==> src/verilog/cst_regs.svh <==
`ifndef CST_REGS_SVH
`define CST_REGS_SVH

// register offsets on the 16-bit byte address port
`define CST_SUPPLY_CONTROL_ADDR 16'hFE03
`define CST_SUPPLY_TIMING_ADDR 16'hFE04
`define CST_CARD_DETECT_ADDR 16'hFE05
`define CST_CARD_EVENT_ADDR 16'hFE0A

// reset values
`define CST_SUPPLY_CONTROL_RESET 8'h00
`define CST_SUPPLY_TIMING_RESET 8'h0F
`define CST_CARD_DETECT_RESET 8'h00
`define CST_CARD_EVENT_RESET 8'h00

// supply_control fields
`define CST_SUPPLY_SELECT_HI 7
`define CST_SUPPLY_SELECT_LO 6
`define CST_SUPPLY_STABLE_BIT 3
`define CST_POWER_DOWN_BIT 0

// supply_timing_control fields
`define CST_OFF_DELAY_HI 7
`define CST_OFF_DELAY_LO 4
`define CST_STABLE_WAIT_HI 3
`define CST_STABLE_WAIT_LO 0

// card_detect_control fields
`define CST_DETECT_FILTER_ON_BIT 7
`define CST_DETECT_ON_BIT 6
`define CST_DETECT_SENSE_BIT 3
`define CST_PULLUP_ON_N_BIT 2
`define CST_PULLDOWN_ON_BIT 1
`define CST_CARD_PRESENT_BIT 0

// card_event_status fields
`define CST_CARD_EVENT_BIT 0
`define CST_CARD_EVENT_IRQ_ON_BIT 1

// timing: slow tick is one 32768 Hz period, filter tick is 1 ms
`define CST_FILTER_TICK_MS 1
`define CST_DEBOUNCE_MS 64
`define CST_DEBOUNCE_TICKS (`CST_DEBOUNCE_MS / `CST_FILTER_TICK_MS)

`endif

==> src/verilog/placeholder_none.sv <==
`timescale 1ns/10ps
==> src/verilog/cst_pkg.sv <==
package cst_pkg;

  typedef enum logic [1:0] {
    CST_IDLE,
    CST_WAIT_STABLE,
    CST_ACTIVE,
    CST_OFF_DELAY
  } cst_supply_state_type;

  typedef struct packed {
    logic [6:0] count;
    logic present;
  } cst_filter_state_type;

  typedef struct packed {
    logic [1:0] rst_sync;
    cst_supply_state_type supply_state;
    logic [1:0] supply_select;
    logic need_clear;
    logic power_down_bit;
    logic [3:0] count;
    logic [3:0] off_delay_count;
    logic [3:0] stable_wait_count;
    logic detect_filter_on;
    logic detect_on;
    logic detect_sense;
    logic pullup_on_n;
    logic pulldown_on;
    logic card_present;
    logic card_event;
    logic card_event_irq_on;
    logic card_event_irq;
    logic supply_ok_prev;
    logic activation_go;
    logic deactivate;
    logic [7:0] rdata;
  } cst_state_type;

endpackage : cst_pkg

==> src/verilog/cst_debounce.sv <==
`timescale 1ns/10ps
`include "cst_regs.svh"

module cst_debounce
  import cst_pkg::*;
#(
  parameter int DEBOUNCE_TICKS = `CST_DEBOUNCE_TICKS
)
(
  input wire logic clk,
  input wire logic rst_n,
  input wire logic sense,
  input wire logic filter_on,
  input wire logic tick,
  output logic present
);

  generate
    if (DEBOUNCE_TICKS < 1 || DEBOUNCE_TICKS > 127)
    begin : g_bad_ticks
      $error("cst_debounce: DEBOUNCE_TICKS must be 1 to 127");
    end
  endgenerate

  localparam logic [6:0] LAST_TICK = 7'(DEBOUNCE_TICKS - 1);

  cst_filter_state_type s;
  cst_filter_state_type next_s;

  always_comb
  begin
    next_s = s;
    if (!sense)
    begin
      next_s.present = 1'b0;
      next_s.count = 7'h00;
    end
    else if (!filter_on)
    begin
      next_s.present = 1'b1;
    end
    else if (!s.present && tick)
    begin
      if (s.count == LAST_TICK)
      begin
        next_s.present = 1'b1;
      end
      else
      begin
        next_s.count = s.count + 7'h01;
      end
    end
  end

  always_ff @(posedge clk or negedge rst_n)
  begin
    if (!rst_n)
    begin
      s <= '0;
    end
    else
    begin
      s <= next_s;
    end
  end

  assign present = s.present;

endmodule : cst_debounce

==> src/verilog/cst_top.sv <==
`timescale 1ns/10ps
`include "cst_regs.svh"

module cst_top
  import cst_pkg::*;
#(
  parameter int DEBOUNCE_TICKS = `CST_DEBOUNCE_TICKS
)
(
  input wire logic clk,
  input wire logic reset_n,
  input wire logic [15:0] reg_addr,
  input wire logic [7:0] reg_wdata,
  input wire logic reg_wr,
  input wire logic reg_rd,
  output logic [7:0] reg_rdata,
  input wire logic tick_32k,
  input wire logic tick_1k,
  input wire logic supply_ok,
  input wire logic supply_fault,
  input wire logic card_sense_pin,
  output logic [1:0] supply_select,
  output logic activation_go,
  output logic deactivate,
  output logic card_present,
  output logic card_event_irq,
  output logic pullup_on_n,
  output logic pulldown_on
);

  cst_state_type s;
  cst_state_type next_s;
  logic rst_n;
  logic sense_qual;
  logic filter_on;
  logic filtered_present;

  assign rst_n = s.rst_sync[1];

  // sense only counts while detection is on
  // polarity select on the sense pin
  assign sense_qual = s.detect_on & (card_sense_pin == s.detect_sense);
  assign filter_on = s.detect_filter_on & ~s.power_down_bit;

  // filter runs on clk and the 1 kHz tick only
  cst_debounce #(
    .DEBOUNCE_TICKS(DEBOUNCE_TICKS)
  ) cst_debounce_inst (
    .clk(clk),
    .rst_n(rst_n),
    .sense(sense_qual),
    .filter_on(filter_on),
    .tick(tick_1k),
    .present(filtered_present)
  );

  logic wr_supply;
  logic wr_timing;
  logic wr_detect;
  logic wr_event;
  logic [1:0] new_select;
  logic card_change;
  logic supply_lost;
  logic emergency;
  logic abort;
  logic event_clear;

  always_comb
  begin
    next_s = s;
    next_s.rst_sync = {s.rst_sync[0], 1'b1};
    next_s.deactivate = 1'b0;
    next_s.rdata = 8'h00;
    abort = 1'b0;

    wr_supply = reg_wr && (reg_addr == `CST_SUPPLY_CONTROL_ADDR);
    wr_timing = reg_wr && (reg_addr == `CST_SUPPLY_TIMING_ADDR);
    wr_detect = reg_wr && (reg_addr == `CST_CARD_DETECT_ADDR);
    wr_event = reg_wr && (reg_addr == `CST_CARD_EVENT_ADDR);
    new_select = reg_wdata[`CST_SUPPLY_SELECT_HI:`CST_SUPPLY_SELECT_LO];

    // register writes
    if (wr_supply)
    begin
      next_s.power_down_bit = reg_wdata[`CST_POWER_DOWN_BIT];
    end
    if (wr_timing)
    begin
      next_s.off_delay_count = reg_wdata[`CST_OFF_DELAY_HI:`CST_OFF_DELAY_LO];
      next_s.stable_wait_count = reg_wdata[`CST_STABLE_WAIT_HI:`CST_STABLE_WAIT_LO];
    end
    if (wr_detect)
    begin
      next_s.detect_filter_on = reg_wdata[`CST_DETECT_FILTER_ON_BIT];
      next_s.detect_on = reg_wdata[`CST_DETECT_ON_BIT];
      next_s.detect_sense = reg_wdata[`CST_DETECT_SENSE_BIT];
      next_s.pullup_on_n = reg_wdata[`CST_PULLUP_ON_N_BIT];
      next_s.pulldown_on = reg_wdata[`CST_PULLDOWN_ON_BIT];
    end
    if (wr_event)
    begin
      next_s.card_event_irq_on = reg_wdata[`CST_CARD_EVENT_IRQ_ON_BIT];
    end

    // every change of presence while detection is on is an event
    card_change = s.detect_on && (filtered_present != s.card_present);
    next_s.card_present = s.detect_on & filtered_present;

    // falling supply_ok counts as supply loss
    next_s.supply_ok_prev = supply_ok;
    supply_lost = s.supply_ok_prev & ~supply_ok;
    emergency = card_change | supply_lost | supply_fault;

    unique case (s.supply_state)
      CST_IDLE:
      begin
        if (wr_supply && new_select == 2'b00)
        begin
          next_s.need_clear = 1'b0;
        end
        else if (wr_supply && !s.need_clear)
        begin
          next_s.supply_select = new_select;
          next_s.count = s.stable_wait_count;
          // zero code means no timeout check
          if (s.stable_wait_count == 4'h0)
          begin
            next_s.supply_state = CST_ACTIVE;
            next_s.activation_go = 1'b1;
          end
          else
          begin
            next_s.supply_state = CST_WAIT_STABLE;
          end
        end
      end
      CST_WAIT_STABLE:
      begin
        if (tick_32k)
        begin
          if (s.count == 4'h1)
          begin
            if (supply_ok)
            begin
              next_s.supply_state = CST_ACTIVE;
              next_s.activation_go = 1'b1;
            end
            else
            begin
              abort = 1'b1;
            end
          end
          else
          begin
            next_s.count = s.count - 4'h1;
          end
        end
      end
      CST_ACTIVE:
      begin
        // voltage changes while powered are ignored
        if (wr_supply && new_select == 2'b00)
        begin
          next_s.supply_select = 2'b00;
          next_s.activation_go = 1'b0;
          if (s.off_delay_count == 4'h0)
          begin
            next_s.deactivate = 1'b1;
            next_s.supply_state = CST_IDLE;
          end
          else
          begin
            next_s.count = s.off_delay_count;
            next_s.supply_state = CST_OFF_DELAY;
          end
        end
      end
      CST_OFF_DELAY:
      begin
        // count the off-delay in slow ticks
        if (tick_32k)
        begin
          if (s.count == 4'h1)
          begin
            next_s.deactivate = 1'b1;
            next_s.supply_state = CST_IDLE;
          end
          else
          begin
            next_s.count = s.count - 4'h1;
          end
        end
      end
    endcase

    // software abandoning a pending activation
    if (s.supply_state == CST_WAIT_STABLE && wr_supply && new_select == 2'b00 && !abort)
    begin
      next_s.supply_select = 2'b00;
      next_s.deactivate = 1'b1;
      next_s.supply_state = CST_IDLE;
    end

    // timeout abort clears select and deactivates
    // hardware clear demands a zero write first
    if (abort || (emergency && s.supply_state != CST_IDLE))
    begin
      next_s.supply_select = 2'b00;
      next_s.activation_go = 1'b0;
      next_s.deactivate = 1'b1;
      next_s.need_clear = 1'b1;
      next_s.supply_state = CST_IDLE;
    end

    // timeout raises the card event too
    // set beats a same-cycle clear
    event_clear = wr_event && reg_wdata[`CST_CARD_EVENT_BIT];
    next_s.card_event = (s.card_event & ~event_clear) | card_change | abort;
    next_s.card_event_irq = next_s.card_event & next_s.card_event_irq_on;

    // read data valid in the following cycle only
    if (reg_rd)
    begin
      unique case (reg_addr)
        `CST_SUPPLY_CONTROL_ADDR:
        begin
          next_s.rdata = {s.supply_select, 1'b0, 1'b0, s.supply_ok_prev, 2'b00,
                          s.power_down_bit};
        end
        `CST_SUPPLY_TIMING_ADDR:
        begin
          next_s.rdata = {s.off_delay_count, s.stable_wait_count};
        end
        `CST_CARD_DETECT_ADDR:
        begin
          next_s.rdata = {s.detect_filter_on, s.detect_on, 2'b00, s.detect_sense,
                          s.pullup_on_n, s.pulldown_on, s.card_present};
        end
        `CST_CARD_EVENT_ADDR:
        begin
          next_s.rdata = {6'h00, s.card_event_irq_on, s.card_event};
        end
        default:
        begin
          next_s.rdata = 8'h00;
        end
      endcase
    end
  end

  // reset sync stage sits in the state word; async assert, sync release
  always_ff @(posedge clk or negedge reset_n)
  begin
    if (!reset_n)
    begin
      s <= '0;
      s.supply_state <= CST_IDLE;
      s.off_delay_count <= 4'(`CST_SUPPLY_TIMING_RESET >> `CST_OFF_DELAY_LO);
      s.stable_wait_count <= 4'(`CST_SUPPLY_TIMING_RESET);
    end
    else if (!s.rst_sync[1])
    begin
      s.rst_sync <= next_s.rst_sync;
    end
    else
    begin
      s <= next_s;
    end
  end

  assign reg_rdata = s.rdata;
  assign supply_select = s.supply_select;
  assign activation_go = s.activation_go;
  assign deactivate = s.deactivate;
  assign card_present = s.card_present;
  assign card_event_irq = s.card_event_irq;
  assign pullup_on_n = s.pullup_on_n;
  assign pulldown_on = s.pulldown_on;

endmodule : cst_top

==> config.mk <==
export PLATFORM = sky130hd
export DESIGN_NAME = cst_top
export DESIGN_NICKNAME = d
export VERILOG_FILES = /design/src/verilog/placeholder_none.sv /design/src/verilog/cst_pkg.sv /design/src/verilog/cst_debounce.sv /design/src/verilog/cst_top.sv
export VERILOG_INCLUDE_DIRS = /design/src /design/src/verilog
export SDC_FILE = /design/constraint.sdc
export NUM_CORES = 1
export LEC_CHECK = 0
export BUFFER_PORTS_ARGS = -buffer_cell sky130_fd_sc_hd__buf_2
export CAP_MARGIN = 20
export CORE_MARGIN = 5
export CORE_UTILIZATION = 55
export DETAILED_ROUTE_END_ITERATION = 10
export GPL_TIMING_DRIVEN = 0
export PLACE_DENSITY_LB_ADDON = 0.1
export SLEW_MARGIN = 15
export SYNTH_ARGS = -nofsm -noshare
export SYNTH_HDL_FRONTEND = slang
export SYNTH_SLANG_ARGS = --single-unit
==> constraint.sdc <==
create_clock -name clk -period 0.8 [get_ports clk]
set_input_delay 0.08 -clock clk [delete_from_list [all_inputs] [get_ports clk]]
set_output_delay 0.08 -clock clk [all_outputs]
set_load 0.02 [all_outputs]
=== After elaboration in Yosys (flattened, before gate mapping) ===
Cells that the tools add are included.

* Flip-flop bits (word level): 48
* Word-level logic and storage cells: 162

* Add/subtract/negate cells: 2
* Equality and inequality tests: 37
* Muxes and demuxes: 50
* Bitwise operators: 13
* Reduce and logical (&&, ||, !) cells: 37

{| class="wikitable"
|+ Operators by type and width
! operator !! number
|-
| equality test 16 bit (second input constant) || 4
|-
| two-way mux 4 bit || 10
|-
| case mux 8 bit (4 select lines) || 1
|-
| two-way mux 8 bit || 3
|-
| != test 4 bit (second input constant) || 5
|-
| two-way mux 1 bit || 19
|-
| two-way mux 2 bit || 9
|-
| != test 3 bit (second input constant) || 6
|-
| AND reduction 9 bit || 2
|-
| != test 2 bit (second input constant) || 8
|-
| two-way mux 7 bit || 2
|-
| logical AND 1 bit || 13
|-
| != test 4 x 2 -> 1 bit (second input constant) || 3
|-
| case mux 4 bit (3 select lines) || 1
|-
| != test 3 x 2 -> 1 bit (second input constant) || 3
|-
| zero test 4 bit || 2
|-
| case mux 2 bit (4 select lines) || 1
|-
| AND reduction 2 bit || 4
|-
| nonzero test 4 bit || 2
|-
| adder 7 x 1 -> 7 bit (second input constant) || 1
|-
| equality test 7 x 6 -> 1 bit (second input constant) || 1
|-
| AND reduction 7 bit || 1
|-
| AND 1 bit || 6
|-
| AND reduction 3 bit || 2
|-
| other kinds (19) || 30
|}

=== Logic depth before layout (Yosys ltp) ===
Gate-level depths: netlist of run 1.

* Depth after elaboration: 8
* Gate-level depth with buffers: 8

=== Hierarchy ===
Synthesis of run 1 repeated with hierarchy kept, for this count alone.

* Cells, all modules: 276
* Area total of the unflattened synthesis: 2869.0 µm²

{| class="wikitable"
|+ Modules (own cells, without submodules)
! module !! times used !! cells each !! area an instance (µm²) !! sequential area each (µm²)
|-
| cst_top || 1 || 235 || 2467.4 || 1006.0
|-
| cst_debounce || 1 || 41 || 401.6 || 200.2
|}

=== Worst setup path before layout of run 1 ===
No wires, ideal clock.

* Path type: input to register
* Start: input reg_addr[5]
* End: register s, in the netlist supply_select[0]
* Library setup time: 0.121 ns
* Arrival: 2.229 ns
* Setup slack: -1.550 ns
* Stages on the path: 6
* Path buffers: 0
* Cells stage by stage: or4_4 -> nor4_4 -> or4b_4 -> a32o_1 -> a211o_1 -> a22o_1

* Word-level cells in the longest chain between the ends: 7

{| class="wikitable"
|+ RTL lines
! element !! line !! text
|-
| start, declared || cst_top.sv:12 || <nowiki>input wire logic [15:0] reg_addr,</nowiki>
|-
| equality test 16 bit (*) || n/a ||
|-
| logical AND 1 bit (*) || cst_top.sv:76 || <nowiki>wr_supply = reg_wr && (reg_addr == `CST_SUPPLY_CONTROL_ADDR);</nowiki>
|-
| logical AND 1 bit (3 in series) || cst_top.sv:197 || <nowiki>if (s.supply_state == CST_WAIT_STABLE && wr_supply && new_select == 2'b00 && !abort)</nowiki>
|-
| != test 4 bit (no source line) (tied with other cells) || n/a ||
|-
| AND reduction 5 bit (no source line) / two-way mux 5 bit (equally long branches) || n/a ||
|-
| end signal, assigned || cst_top.sv:267 || <nowiki>s <= next_s;</nowiki>
|-
| end, declared || cst_top.sv:31 || <nowiki>cst_state_type s;</nowiki>
|}

Mark *: on every way between the ends. The rest lies on a longest branch, timed or not.
A chain may end at the register's enable or synchronous reset.

=== Worst setup path after layout of run 1 ===
* Start: input reg_addr[6]
* End: register s, in the netlist supply_select[1]

The elaborated chain is that of the path after synthesis.

==> results.md, run 1 <==
- Crit end category: register
- Fmax: 489.0 MHz
- Vias per cell: ~6.3
- Final clock skew: 0.002629 ns
- Clock sinks: 48
- Avg Cell Area, Syn: roughly 10 um2
- Placer congestion estimate: 0.9157
- Fin area: 4058 um2
- Core area: around 4800 um2
- Post-synth top area share: between 40% and 50%
- H-tree depth: 2
- Leak pwr: 1.844 nW
- Die ar.: between 6000 and 7000 um2
- Clock transition at the registers of the reported paths: 0.09 ns
- Worst hold slack: -0.1164 ns
- Simple-gate portion of the synthesized area: around a fifth
- Critical path cell sequence: buf_6 > or4_4 > nor4_4 > or4b_4 > a32o_2 > a211o_1 > a22o_1
- Wire length on met3: ~700 um
- DRT met1 WL: 3568 um
- Syn_nets: 304
- Wire length per cell: 20.40 um
- Post-DP Area: 3143 um2
- Detail Route Antenna Nets: 0
- Seq/Total Area, Yosys: 44.44%
- Largest family of logic cells by synthesized area: simple AND/OR/NAND/NOR gates
- Met2 wire len: 4252 um
- Post-layout util: 85.34%
- Highest-count cells in the layout ignoring fill and taps: 47 x buf_4, 38 x dfrtp_1, 31 x buf_6, 29 x buf_2, 19 x nor2_1
- WP buf/inv: 1
- Data required, critical path: 1.01 ns
- DP Worst Slack: -1.730 ns
- Clk_lat worst skew: 0.31 ns
- Hold crit path type: in -> async
- # DRC: 0
- Most common cell after layout, fill and taps aside: buf_4
- ANT cells: 0
- Total clock buffers created by CTS: 5
- Worst setup margin: -1.245 ns
- IO Pins: 49
- Critical path class: in -> reg
- Top FF cell, synth: dfrtp_1
- RSZ-0062 raised after global routing: yes
- Register bit total from synthesis: 48
- First-pass GRT wire length: 12,720 um
- Final wirelength: 8896 um
- Die width: 80.25 um
- Max-cap violations: 0
- Mux contribution to synthesized area: 10.14%
- Slowest stage delay, CP: 0.57 ns
- Die Y: 80.25 um
- Synthesized cell area: 2714 um2
- Filler Cell Count: 272
- Post-synth EDFFs: 0
- HPWL Detailed: 5048 um
- Top layer used by detailed routing: met4
- Layout cells sized above 1: a little over half
- XOR/XNOR Fraction of Synth Area: approximately 2.3%
- Final setup viols: 62
- Area share of fa/ha/maj cells after synthesis: roughly 1.4%
- Port buffer count: 46
- Dominant cells by area after synthesis: dfrtp_1 41%, mux2_2 8.3%, dfstp_2 3.9%
- Top cell type by total area after synthesis: dfrtp_1
- CP startpoint kind: input pin
- Compound-Gate Fraction of Synth Area: 16.46%
- Count of nets after finishing: a little over 400
- Run status: finished, violations left
- Top cell family by delay on the critical path: simple AND/OR/NAND/NOR gates
- Clock buffer depth: 2
- Starting density of the core: 57.08%
- GR Overflow Total: 0
- CP max-delay cell: or4_4
- Max FO, Critical Path: 4
- TritonRoute pass-1 iters: 5
- WP data arrival: 2.26 ns
- CTS tree: built
- PwrDens: approximately 1500 nW/um2
- Period minus WS final: roughly 2.0 ns
- Slew margin rel.: about two fifths
- Distinct cells, synth: 56
- Number of global-route vias before repair: 2,568
- DRT iter0 DRCs: between 200 and 250
- Max Slew Vio Count: 0
- Vias: 2,759
- Overall Global Routing Usage: 25.84%
- Synth Instances: approximately 270
- Root Driver: clkbuf_8
- Failing checks: hold timing, setup timing
- Final period util: 255.6%
- Largest net degree at the start of global routing: 41
- Worst-Margin Slew: 0.9091 ns
- Final Hold Violating Endpoints: 37
- Area grow syn2layout: 49.52%
- Row Count: 25
- VDD IR max: between 1 and 1.5 mV
- Number of synthesis warnings: 0
- Ys async rst share: 100.0%
- Antenna violations before repair: 0
-- per-layer routing --
layer	up-vias	GRT usage [%]
met1	1351	32.91
met3	48	5.381
li1	1199	-
met5	-	0
met4	0	9.628
met2	161	43.05
-- power by group --
group / switching [mW] / internal, mW
clock: 0.887 / 0.942
combinational: 0.776 / 0.631
sequential: 0.151 / 2.52
total: 1.81 / 4.09
-- cells in the mapped netlist (6+ instances only) --
cell and number:
nand2_1 12, o2bb2ai_1 6, a21oi_1 10, inv_1 8, o21ai_0 10, mux2_2 20
dfrtp_1 44, buf_4 10, nand3_1 13, clkbuf_1 11, nor2_1 23, nand4_1 6
-- cell families (layout without fill, tap and decap cells) --
family,count (synthesis),in the layout
simple gates,93,93
compound gates,61,61
flops,48,48
buf+inv,30,131
mux,25,25
xor+xnor,7,7
fa+ha+maj,3,3
other cells,1,1
-- metrics by stage --
stage / std cells / TNS (ns) / total power [mW]
detailed placement: 381 / -55.56 / 3.571
global route: 436 / -46.56 / 6.088
floorplan: 268 / -40.98 / 3.242
CTS: 412 / -45.88 / 5.609
finish: 436 / -44.18 / 5.907
global placement: 381 / -54.84 / 3.556
-- flip-flops by register name, summed over array words and instances, names as in the netlist --
| signal | flops |
|---|---|
| s | 22 |
| rst_n | 1 |
| card_event_irq | 1 |
| cst_debounce_inst.s | 7 |
| pullup_on_n | 1 |
| reg_rdata | 8 |
| activation_go | 1 |
| card_present | 1 |
| supply_select | 2 |
| pulldown_on | 1 |
| cst_debounce_inst.present | 1 |
| deactivate | 1 |
| next_s | 1 |
-- path summary, 6_finish.rpt --
| check | startpoint | endpoint | slack (ns) | cells past startpoint |
|---|---|---|---|---|
| min in group clk | reg_wdata[4] | s[24]$_DFFE_PN0P_ | 0 | 2 |
| max in group asynchronous | reset_n | rst_n$_DFF_PN0_ | 0.29 | 1 |
| hold / removal | reset_n | reg_rdata[2]$_DFFE_PN0P_ | -0.12 | 1 |
| setup reg to reg | cst_debounce_inst.present$_DFFE_PN0P_ | supply_select[1]$_DFFE_PN0P_ | -1.18 | 5 |
| hold reg to reg | rst_n$_DFF_PN0_ | cst_debounce_inst.s[7]$_DFFE_PN0P_ | 0.34 | 2 |
| setup / recovery | reg_addr[6] | supply_select[1]$_DFFE_PN0P_ | -1.25 | 7 |
-- layout make-up --
class                   instances  area (um2)  area share, %
multi-input cells             190        1679          41.38
flip-flops and latches         48        1214          29.91
repair buffers                106       839.6          20.69
plain buffers                   8       91.34          2.251
well taps                      67       83.83          2.066
clock buffers                   5       68.82          1.696
clock inverters                 3       47.55          1.172
inverters                       9       33.78         0.8326
-- what timing repair did --
action / 4_1_cts / 5_1_grt
setup buffers: 35 / 26
setup endpoints to repair: 62 / 62
gates resized for setup: 66 / 44
endpoints found under the hold margin: 36 / 36
gates cloned: 0 / 1
pin swaps: 15 / 26
No activity file was read; power rests on OpenSTA's default activity.
==> run 2: changes to the inputs <==
--- a/config.mk
+++ b/config.mk
@@ -10,9 +10,11 @@
 export CAP_MARGIN = 20
 export CORE_MARGIN = 5
 export CORE_UTILIZATION = 55
+export CTS_BUF_LIST = sky130_fd_sc_hd__clkbuf_16
 export DETAILED_ROUTE_END_ITERATION = 10
 export GPL_TIMING_DRIVEN = 0
 export PLACE_DENSITY_LB_ADDON = 0.1
+export RECOVER_POWER = 50
 export SLEW_MARGIN = 15
 export SYNTH_ARGS = -nofsm -noshare
 export SYNTH_HDL_FRONTEND = slang
==> results.md, run 2 (synthesis results as in run 1) <==
- WP data arrival: 2.24 ns (was 2.26 ns)
- Largest net degree at the start of global routing: 41 (unchanged)
- GR peak layer: met2 (unchanged)
- Reg with most FFs: s (unchanged)
- Final clock skew: 0.005939 ns (was 0.002629 ns)
- Worst setup margin: -1.262 ns (was -1.245 ns)
- Most common cell after layout, fill and taps aside: buf_4 (unchanged)
- Slew margin rel.: 32.97% (was 39.39%)
- Crit end category: register (unchanged)
- VDD IR max: 1.111 mV (was 1.148 mV)
- Worst r2r dst: s[30]$_DFFE_PN0P_ (was supply_select[1]$_DFFE_PN0P_)
- Final setup viols: 62 (unchanged)
- Critical path class: in -> reg (unchanged)
- Worst hold slack: -0.04448 ns (was -0.1164 ns)
- IO Pins: 49 (unchanged)
- Clock transition at the registers of the reported paths: 0.07 ns (was 0.09 ns)
- CTS tree: built (unchanged)
- CP startpoint kind: input pin (unchanged)
- Max FFs per register: 22 (unchanged)
- WP buf/inv: 1 (unchanged)
- Max Slew Vio Count: 0 (unchanged)
- Internal power: 4.594 mW (was 4.093 mW)
- Worst-Margin Slew: 1.005 ns (was 0.9091 ns)
- Sequential Power Share: 41.7% (was 45.2%)
- Final Hold Violating Endpoints: 36 (was 37)
- Leak pwr: 1.845 nW (was 1.844 nW)
- Die width: 80.25 um (unchanged)
- ANT cells: 0 (unchanged)
- Antenna violations before repair: 0 (unchanged)
- Routing usage on met2: 42.47% (was 43.05%)
- Reg2Reg Depth: 7 (was 5)
- CP max-delay cell: or4_4 (unchanged)
- Slowest stage delay, CP: 0.57 ns (about the same)
- Clock buffer depth: 2 (unchanged)
- Die Y: 80.25 um (unchanged)
- Total clock buffers created by CTS: 5 (unchanged)
- Worst reg2reg startpoint: s[25]$_DFFE_PN0P_ (was cst_debounce_inst.present$_DFFE_PN0P_)
- Sw Pwr: 1.795 mW (was 1.814 mW)
- Clock share of power: 37.7% (was 31.0%)
- Fmax: 485.1 MHz (was 489.0 MHz)
- Vias: 2,663 (was 2,759)
- Data required, critical path: 0.98 ns (was 1.01 ns)
- # DRC: 0 (unchanged)
- Area grow syn2layout: 50.30% (was 49.52%)
- Critical path cell sequence: buf_6 > or4_4 > nor4_4 > or4b_4 > a32o_2 > a211o_1 > a22o_1 (unchanged)
- Run status: finished, violations left (unchanged)
- First-pass GRT wire length: 12,660 um (was 12,720 um)
- Detail Route Antenna Nets: 0 (unchanged)
- Sw frac: 28.09% (was 30.71%)
- Power Total: 6.389 mW (was 5.907 mW)
- Number of global-route vias before repair: 2,494 (was 2,568)
- Root Driver: clkbuf_16 (was clkbuf_8)
- GR Overflow Total: 0 (unchanged)
- Overall Global Routing Usage: 25.66% (was 25.84%)
- Clock sinks: 48 (unchanged)
- Failing checks: hold timing, setup timing (unchanged)
- Period minus WS final: 2.062 ns (was 2.045 ns)
- Vias per cell: 6.136 (was 6.328)
- Final wirelength: 8215 um (was 8896 um)
- H-tree depth: 2 (unchanged)
- Highest-count cells in the layout ignoring fill and taps: 41 x buf_4, 40 x dfrtp_1, 32 x buf_6, 28 x buf_2, 20 x nor2_1 (was 47 x buf_4, 38 x dfrtp_1, 31 x buf_6, 29 x buf_2, 19 x nor2_1)
- Layout cells sized above 1: 52.32% (was 54.20%)
- Die ar.: 6439 um2 (unchanged)
- Port buffer count: 46 (unchanged)
- Core area: 4755 um2 (unchanged)
- Top cell family by delay on the critical path: simple AND/OR/NAND/NOR gates (unchanged)
- Flop2flop setup slack: -1.16 ns (was -1.18 ns)
- Final period util: 257.7% (was 255.6%)
- PwrDens: 1566 nW/um2 (was 1456 nW/um2)
- Clk_lat worst skew: 0.29 ns (was 0.31 ns)
- Max FO, Critical Path: 4 (unchanged)
- Grt met1 use: 34.45% (was 32.91%)
- RSZ-0062 raised after global routing: yes (unchanged)
- DRT iter0 DRCs: 247 (was 240)
- Row Count: 25 (unchanged)
- Max-cap violations: 0 (unchanged)
- HPWL Detailed: 5048 um (unchanged)
- Count of nets after finishing: 402 (was 404)
- Wire length per cell: 18.93 um (was 20.40 um)
- Comb power frac: 20.6% (was 23.8%)
- Starting density of the core: 57.08% (unchanged)
- Placer congestion estimate: 0.9157 (unchanged)
- Hold crit path type: in -> async (unchanged)
- TritonRoute pass-1 iters: 5 (unchanged)
- Met3 Resource Use GR: 4.372% (was 5.381%)
==> run 2: how the worst max path moves through the flow <==
stage | slack [ns] | end | start | depth (start not counted)
detailed placement | -1.73 | supply_select[1]$_DFFE_PN0P_ | reg_addr[5] | 7
floorplan | -1.42 | supply_select[0]$_DFFE_PN0P_ | reg_addr[5] | 6
global placement | -1.71 | s[31]$_DFFE_PN0P_ | reg_addr[5] | 7
CTS | -1.36 | supply_select[1]$_DFFE_PN0P_ | reg_addr[6] | 7
finish | -1.26 | supply_select[0]$_DFFE_PN0P_ | reg_addr[6] | 7
global route | -1.32 | s[31]$_DFFE_PN0P_ | reg_addr[6] | 7
==> run 2: cell type report <==
cell class | instances | area [um2]
Buffer | 9 | 95.09
Clock buffer | 5 | 125.1
Clock inverter | 3 | 47.55
Fill cell | 262 | 675.6
Inverter | 9 | 33.78
Multi-Input combinational cell | 190 | 1668
Sequential cell | 48 | 1211
Tap cell | 67 | 83.83
Timing Repair Buffer | 103 | 814.5
==> run 2: repair_timing <==
item,CTS,global route
gates cloned,0,1
setup buffers,33,24
endpoints found under the setup margin,62,62
resized for setup,68,40
pin swaps,14,19
hold endpoints to repair,36,36
==> run 2: routing by layer <==
metal	up-vias	wire length, um
met4	0	257
met3	26	579
met5	-	0
met2	140	3866
li1	1203	-
met1	1294	3511
==> run 2: power groups by stage <==
stage / logic, mW / registers, mW / clock network (mW)
floorplan: 0.591 / 2.65 / 0
global placement: 0.952 / 2.60 / 0
detailed placement: 0.961 / 2.61 / 0
CTS: 1.14 / 2.64 / 2.41
global route: 1.39 / 2.67 / 2.52
finish: 1.32 / 2.66 / 2.41
==> run 2: worst register-to-register path, cell delays in order, from the launching register on <==
cell,delay [ns]
dfrtp_1,0.41
or4_4,0.58
nand2_2,0.10
or3_4,0.13
o21ai_4,0.08
buf_4,0.16
o21a_1,0.16
o221a_2,0.23
==> run 2: per-stage QoR <==
step                      instance area [um2]  setup TNS [ns]  cells  util, %  setup WS, ns
after floorplan                          2829          -40.98    268        -        -1.419
after global placement                   3143          -54.84    381    66.11        -1.715
after detailed placement                 3143          -55.56    381    66.11        -1.730
after CTS                                3730          -46.20    410    78.45        -1.358
after global routing                     4079          -48.88    434    85.79        -1.319
final                                    4079          -45.31    434    85.79        -1.262
==> run 3: changes to the inputs <==
--- a/config.mk
+++ b/config.mk
@@ -15,6 +15,7 @@
 export GPL_TIMING_DRIVEN = 0
 export PLACE_DENSITY_LB_ADDON = 0.1
 export RECOVER_POWER = 50
+export SKIP_CTS_REPAIR_TIMING = 1
 export SLEW_MARGIN = 15
 export SYNTH_ARGS = -nofsm -noshare
 export SYNTH_HDL_FRONTEND = slang
==> results.md, run 3 (synthesis results as in run 1) <==
- Sw frac: 27.46% (was 28.09%)
- Starting density of the core: 57.08% (unchanged)
- Crit. Startpoint: reg_addr[5] (was reg_addr[6])
- Total clock buffers created by CTS: 5 (unchanged)
- Hold crit path type: in -> async (unchanged)
- Critical path class: in -> reg (unchanged)
- Area grow syn2layout: 42.23% (was 50.30%)
- Row Count: 25 (unchanged)
- Final Hold Violating Endpoints: 36 (unchanged)
- # DRC: 0 (unchanged)
- Clock share of power: 38.1% (was 37.7%)
- Leak pwr: 1.714 nW (was 1.845 nW)
- Port buffer count: 46 (unchanged)
- Failing checks: hold timing, setup timing (unchanged)
- Overall Global Routing Usage: 22.59% (was 25.66%)
- Detail Route Antenna Nets: 0 (unchanged)
- Setup TNS: -44.97 ns (was -45.31 ns)
- Vias: 2,590 (was 2,663)
- RSZ-0062 raised after global routing: yes (unchanged)
- Layout cells sized above 1: 49.43% (was 52.32%)
- Vias per cell: 6.241 (was 6.136)
- DRT iter0 DRCs: 254 (was 247)
- Antenna violations before repair: 0 (unchanged)
- Die Y: 80.25 um (unchanged)
- Sw Pwr: 1.724 mW (was 1.795 mW)
- Slew margin rel.: 33.31% (was 32.97%)
- GR Overflow Total: 0 (unchanged)
- Max-cap violations: 0 (unchanged)
- Reg with most FFs: s (unchanged)
- IO Pins: 49 (unchanged)
- Crit end category: register (unchanged)
- Die width: 80.25 um (unchanged)
- Post-layout util: 81.18% (was 85.79%)
- Fmax: 434.7 MHz (was 485.1 MHz)
- ANT cells: 0 (unchanged)
- Fin area: 3860 um2 (was 4079 um2)
- Final setup viols: 62 (unchanged)
- H-tree depth: 2 (unchanged)
- Multi-input logic area: 1638 um2 (was 1668 um2)
- Post-DP Area: 3143 um2 (unchanged)
- Placed cell count: 381 (unchanged)
- Clk_lat worst skew: 0.29 ns (about the same)
- Number of global-route vias before repair: 2,331 (was 2,494)
- Highest-count cells in the layout ignoring fill and taps: 40 x dfrtp_1, 30 x buf_2, 28 x buf_4, 27 x buf_6, 20 x nor2_1 (was 41 x buf_4, 40 x dfrtp_1, 32 x buf_6, 28 x buf_2, 20 x nor2_1)
- Final wirelength: 8047 um (was 8215 um)
- Sequential Power Share: 42.4% (was 41.7%)
- CP max-delay cell: or4_4 (unchanged)
- CTS tree: built (unchanged)
- Final clock skew: 0.003256 ns (was 0.005939 ns)
- Clock sinks: 48 (unchanged)
- Data required, critical path: 0.98 ns (about the same)
- Fin cells: 415 (was 434)
- FF+latch area: 1211 um2 (unchanged)
- Slowest stage delay, CP: 0.56 ns (was 0.57 ns)
- Core area: 4755 um2 (unchanged)
- Filler Cell Count: 294 (was 262)
- Run status: finished, violations left (unchanged)
- Comb power frac: 19.5% (was 20.6%)
- Clock transition at the registers of the reported paths: 0.06 ns (was 0.07 ns)
- Placer congestion estimate: 0.9157 (unchanged)
- Max Slew Vio Count: 0 (unchanged)
- Critical path cell sequence: buf_6 > or4_4 > nor4_4 > or4b_4 > a32o_2 > a211o_1 > a22o_1 (unchanged)
- Clock buffer depth: 2 (unchanged)
- Largest net degree at the start of global routing: 41 (unchanged)
- Max FO, Critical Path: 4 (unchanged)
- Most common cell after layout, fill and taps aside: dfrtp_1 (was buf_4)
- HPWL Detailed: 5048 um (unchanged)
- Worst-Margin Slew: 1.000 ns (was 1.005 ns)
- Max FFs per register: 22 (unchanged)
- Power Total: 6.276 mW (was 6.389 mW)
- VDD IR max: 1.123 mV (was 1.111 mV)
- Worst reg2reg startpoint: s[24]$_DFFE_PN0P_ (was s[25]$_DFFE_PN0P_)
- Count of nets after finishing: 383 (was 402)
- WP data arrival: 2.48 ns (was 2.24 ns)
- Die ar.: 6439 um2 (unchanged)
- CP startpoint kind: input pin (unchanged)
- PwrDens: 1626 nW/um2 (was 1566 nW/um2)
- Final period util: 287.6% (was 257.7%)
- TritonRoute pass-1 iters: 4 (was 5)
- Worst setup margin: -1.501 ns (was -1.262 ns)
- Period minus WS final: 2.301 ns (was 2.062 ns)
- Root Driver: clkbuf_16 (unchanged)
- First-pass GRT wire length: 11,250 um (was 12,660 um)
- Flop2flop setup slack: -1.24 ns (was -1.16 ns)
- Wire length per cell: 19.39 um (was 18.93 um)
- Worst hold slack: -0.04729 ns (was -0.04448 ns)
- Internal power: 4.552 mW (was 4.594 mW)
==> run 3: cell type report <==
class	instances	share of cell area, %
plain buffers	13	3.079
clock buffers	5	3.241
clock inverters	3	1.232
inverters	9	0.8752
multi-input cells	190	42.43
flip-flops and latches	48	31.38
well taps	67	2.172
repair buffers	80	15.59
==> run 3: power by group through the flow <==
stage	clock, mW	combinational, mW	sequential [mW]
2_1_floorplan	0	0.591	2.65
3_3_place_gp	0	0.952	2.60
3_5_place_dp	0	0.961	2.61
4_1_cts	2.41	0.966	2.57
5_1_grt	2.52	1.31	2.67
6_report	2.39	1.22	2.66
==> run 3: per-stage QoR <==
stage / hold slack [ns] / worst slack, ns
after floorplan: -0.2156 / -1.419
after global placement: 0.1153 / -1.715
after detailed placement: 0.1174 / -1.730
after CTS: -0.06182 / -1.431
after global routing: 0.02559 / -1.517
final: -0.04729 / -1.501
==> run 3: final timing paths <==
path                                                       to  cells past startpoint
max in group asynchronous  cst_debounce_inst.s[5]$_DFFE_PN0P_                      1
min in group clk                            s[24]$_DFFE_PN0P_                      2
hold reg to reg                               rst_n$_DFF_PN0_                      0
setup reg to reg                            s[30]$_DFFE_PN0P_                      7
hold / removal                       reg_rdata[2]$_DFFE_PN0P_                      1
setup / recovery                 supply_select[0]$_DFFE_PN0P_                      7
==> run 3: metal layers <==
layer  wire length (um)  GRT usage [%]
met1               3358          29.16
met2               4014          37.33
met5                  0              0
met3                524          4.596
met4                150          8.277
==> run 3: worst max-delay path: cells and delay by family <==
kind,cells,cell delay (ns)
and+or+nand+nor,3,1.51
AOI/OAI and AO/OA,3,0.79
buffers and inverters,1,0.09
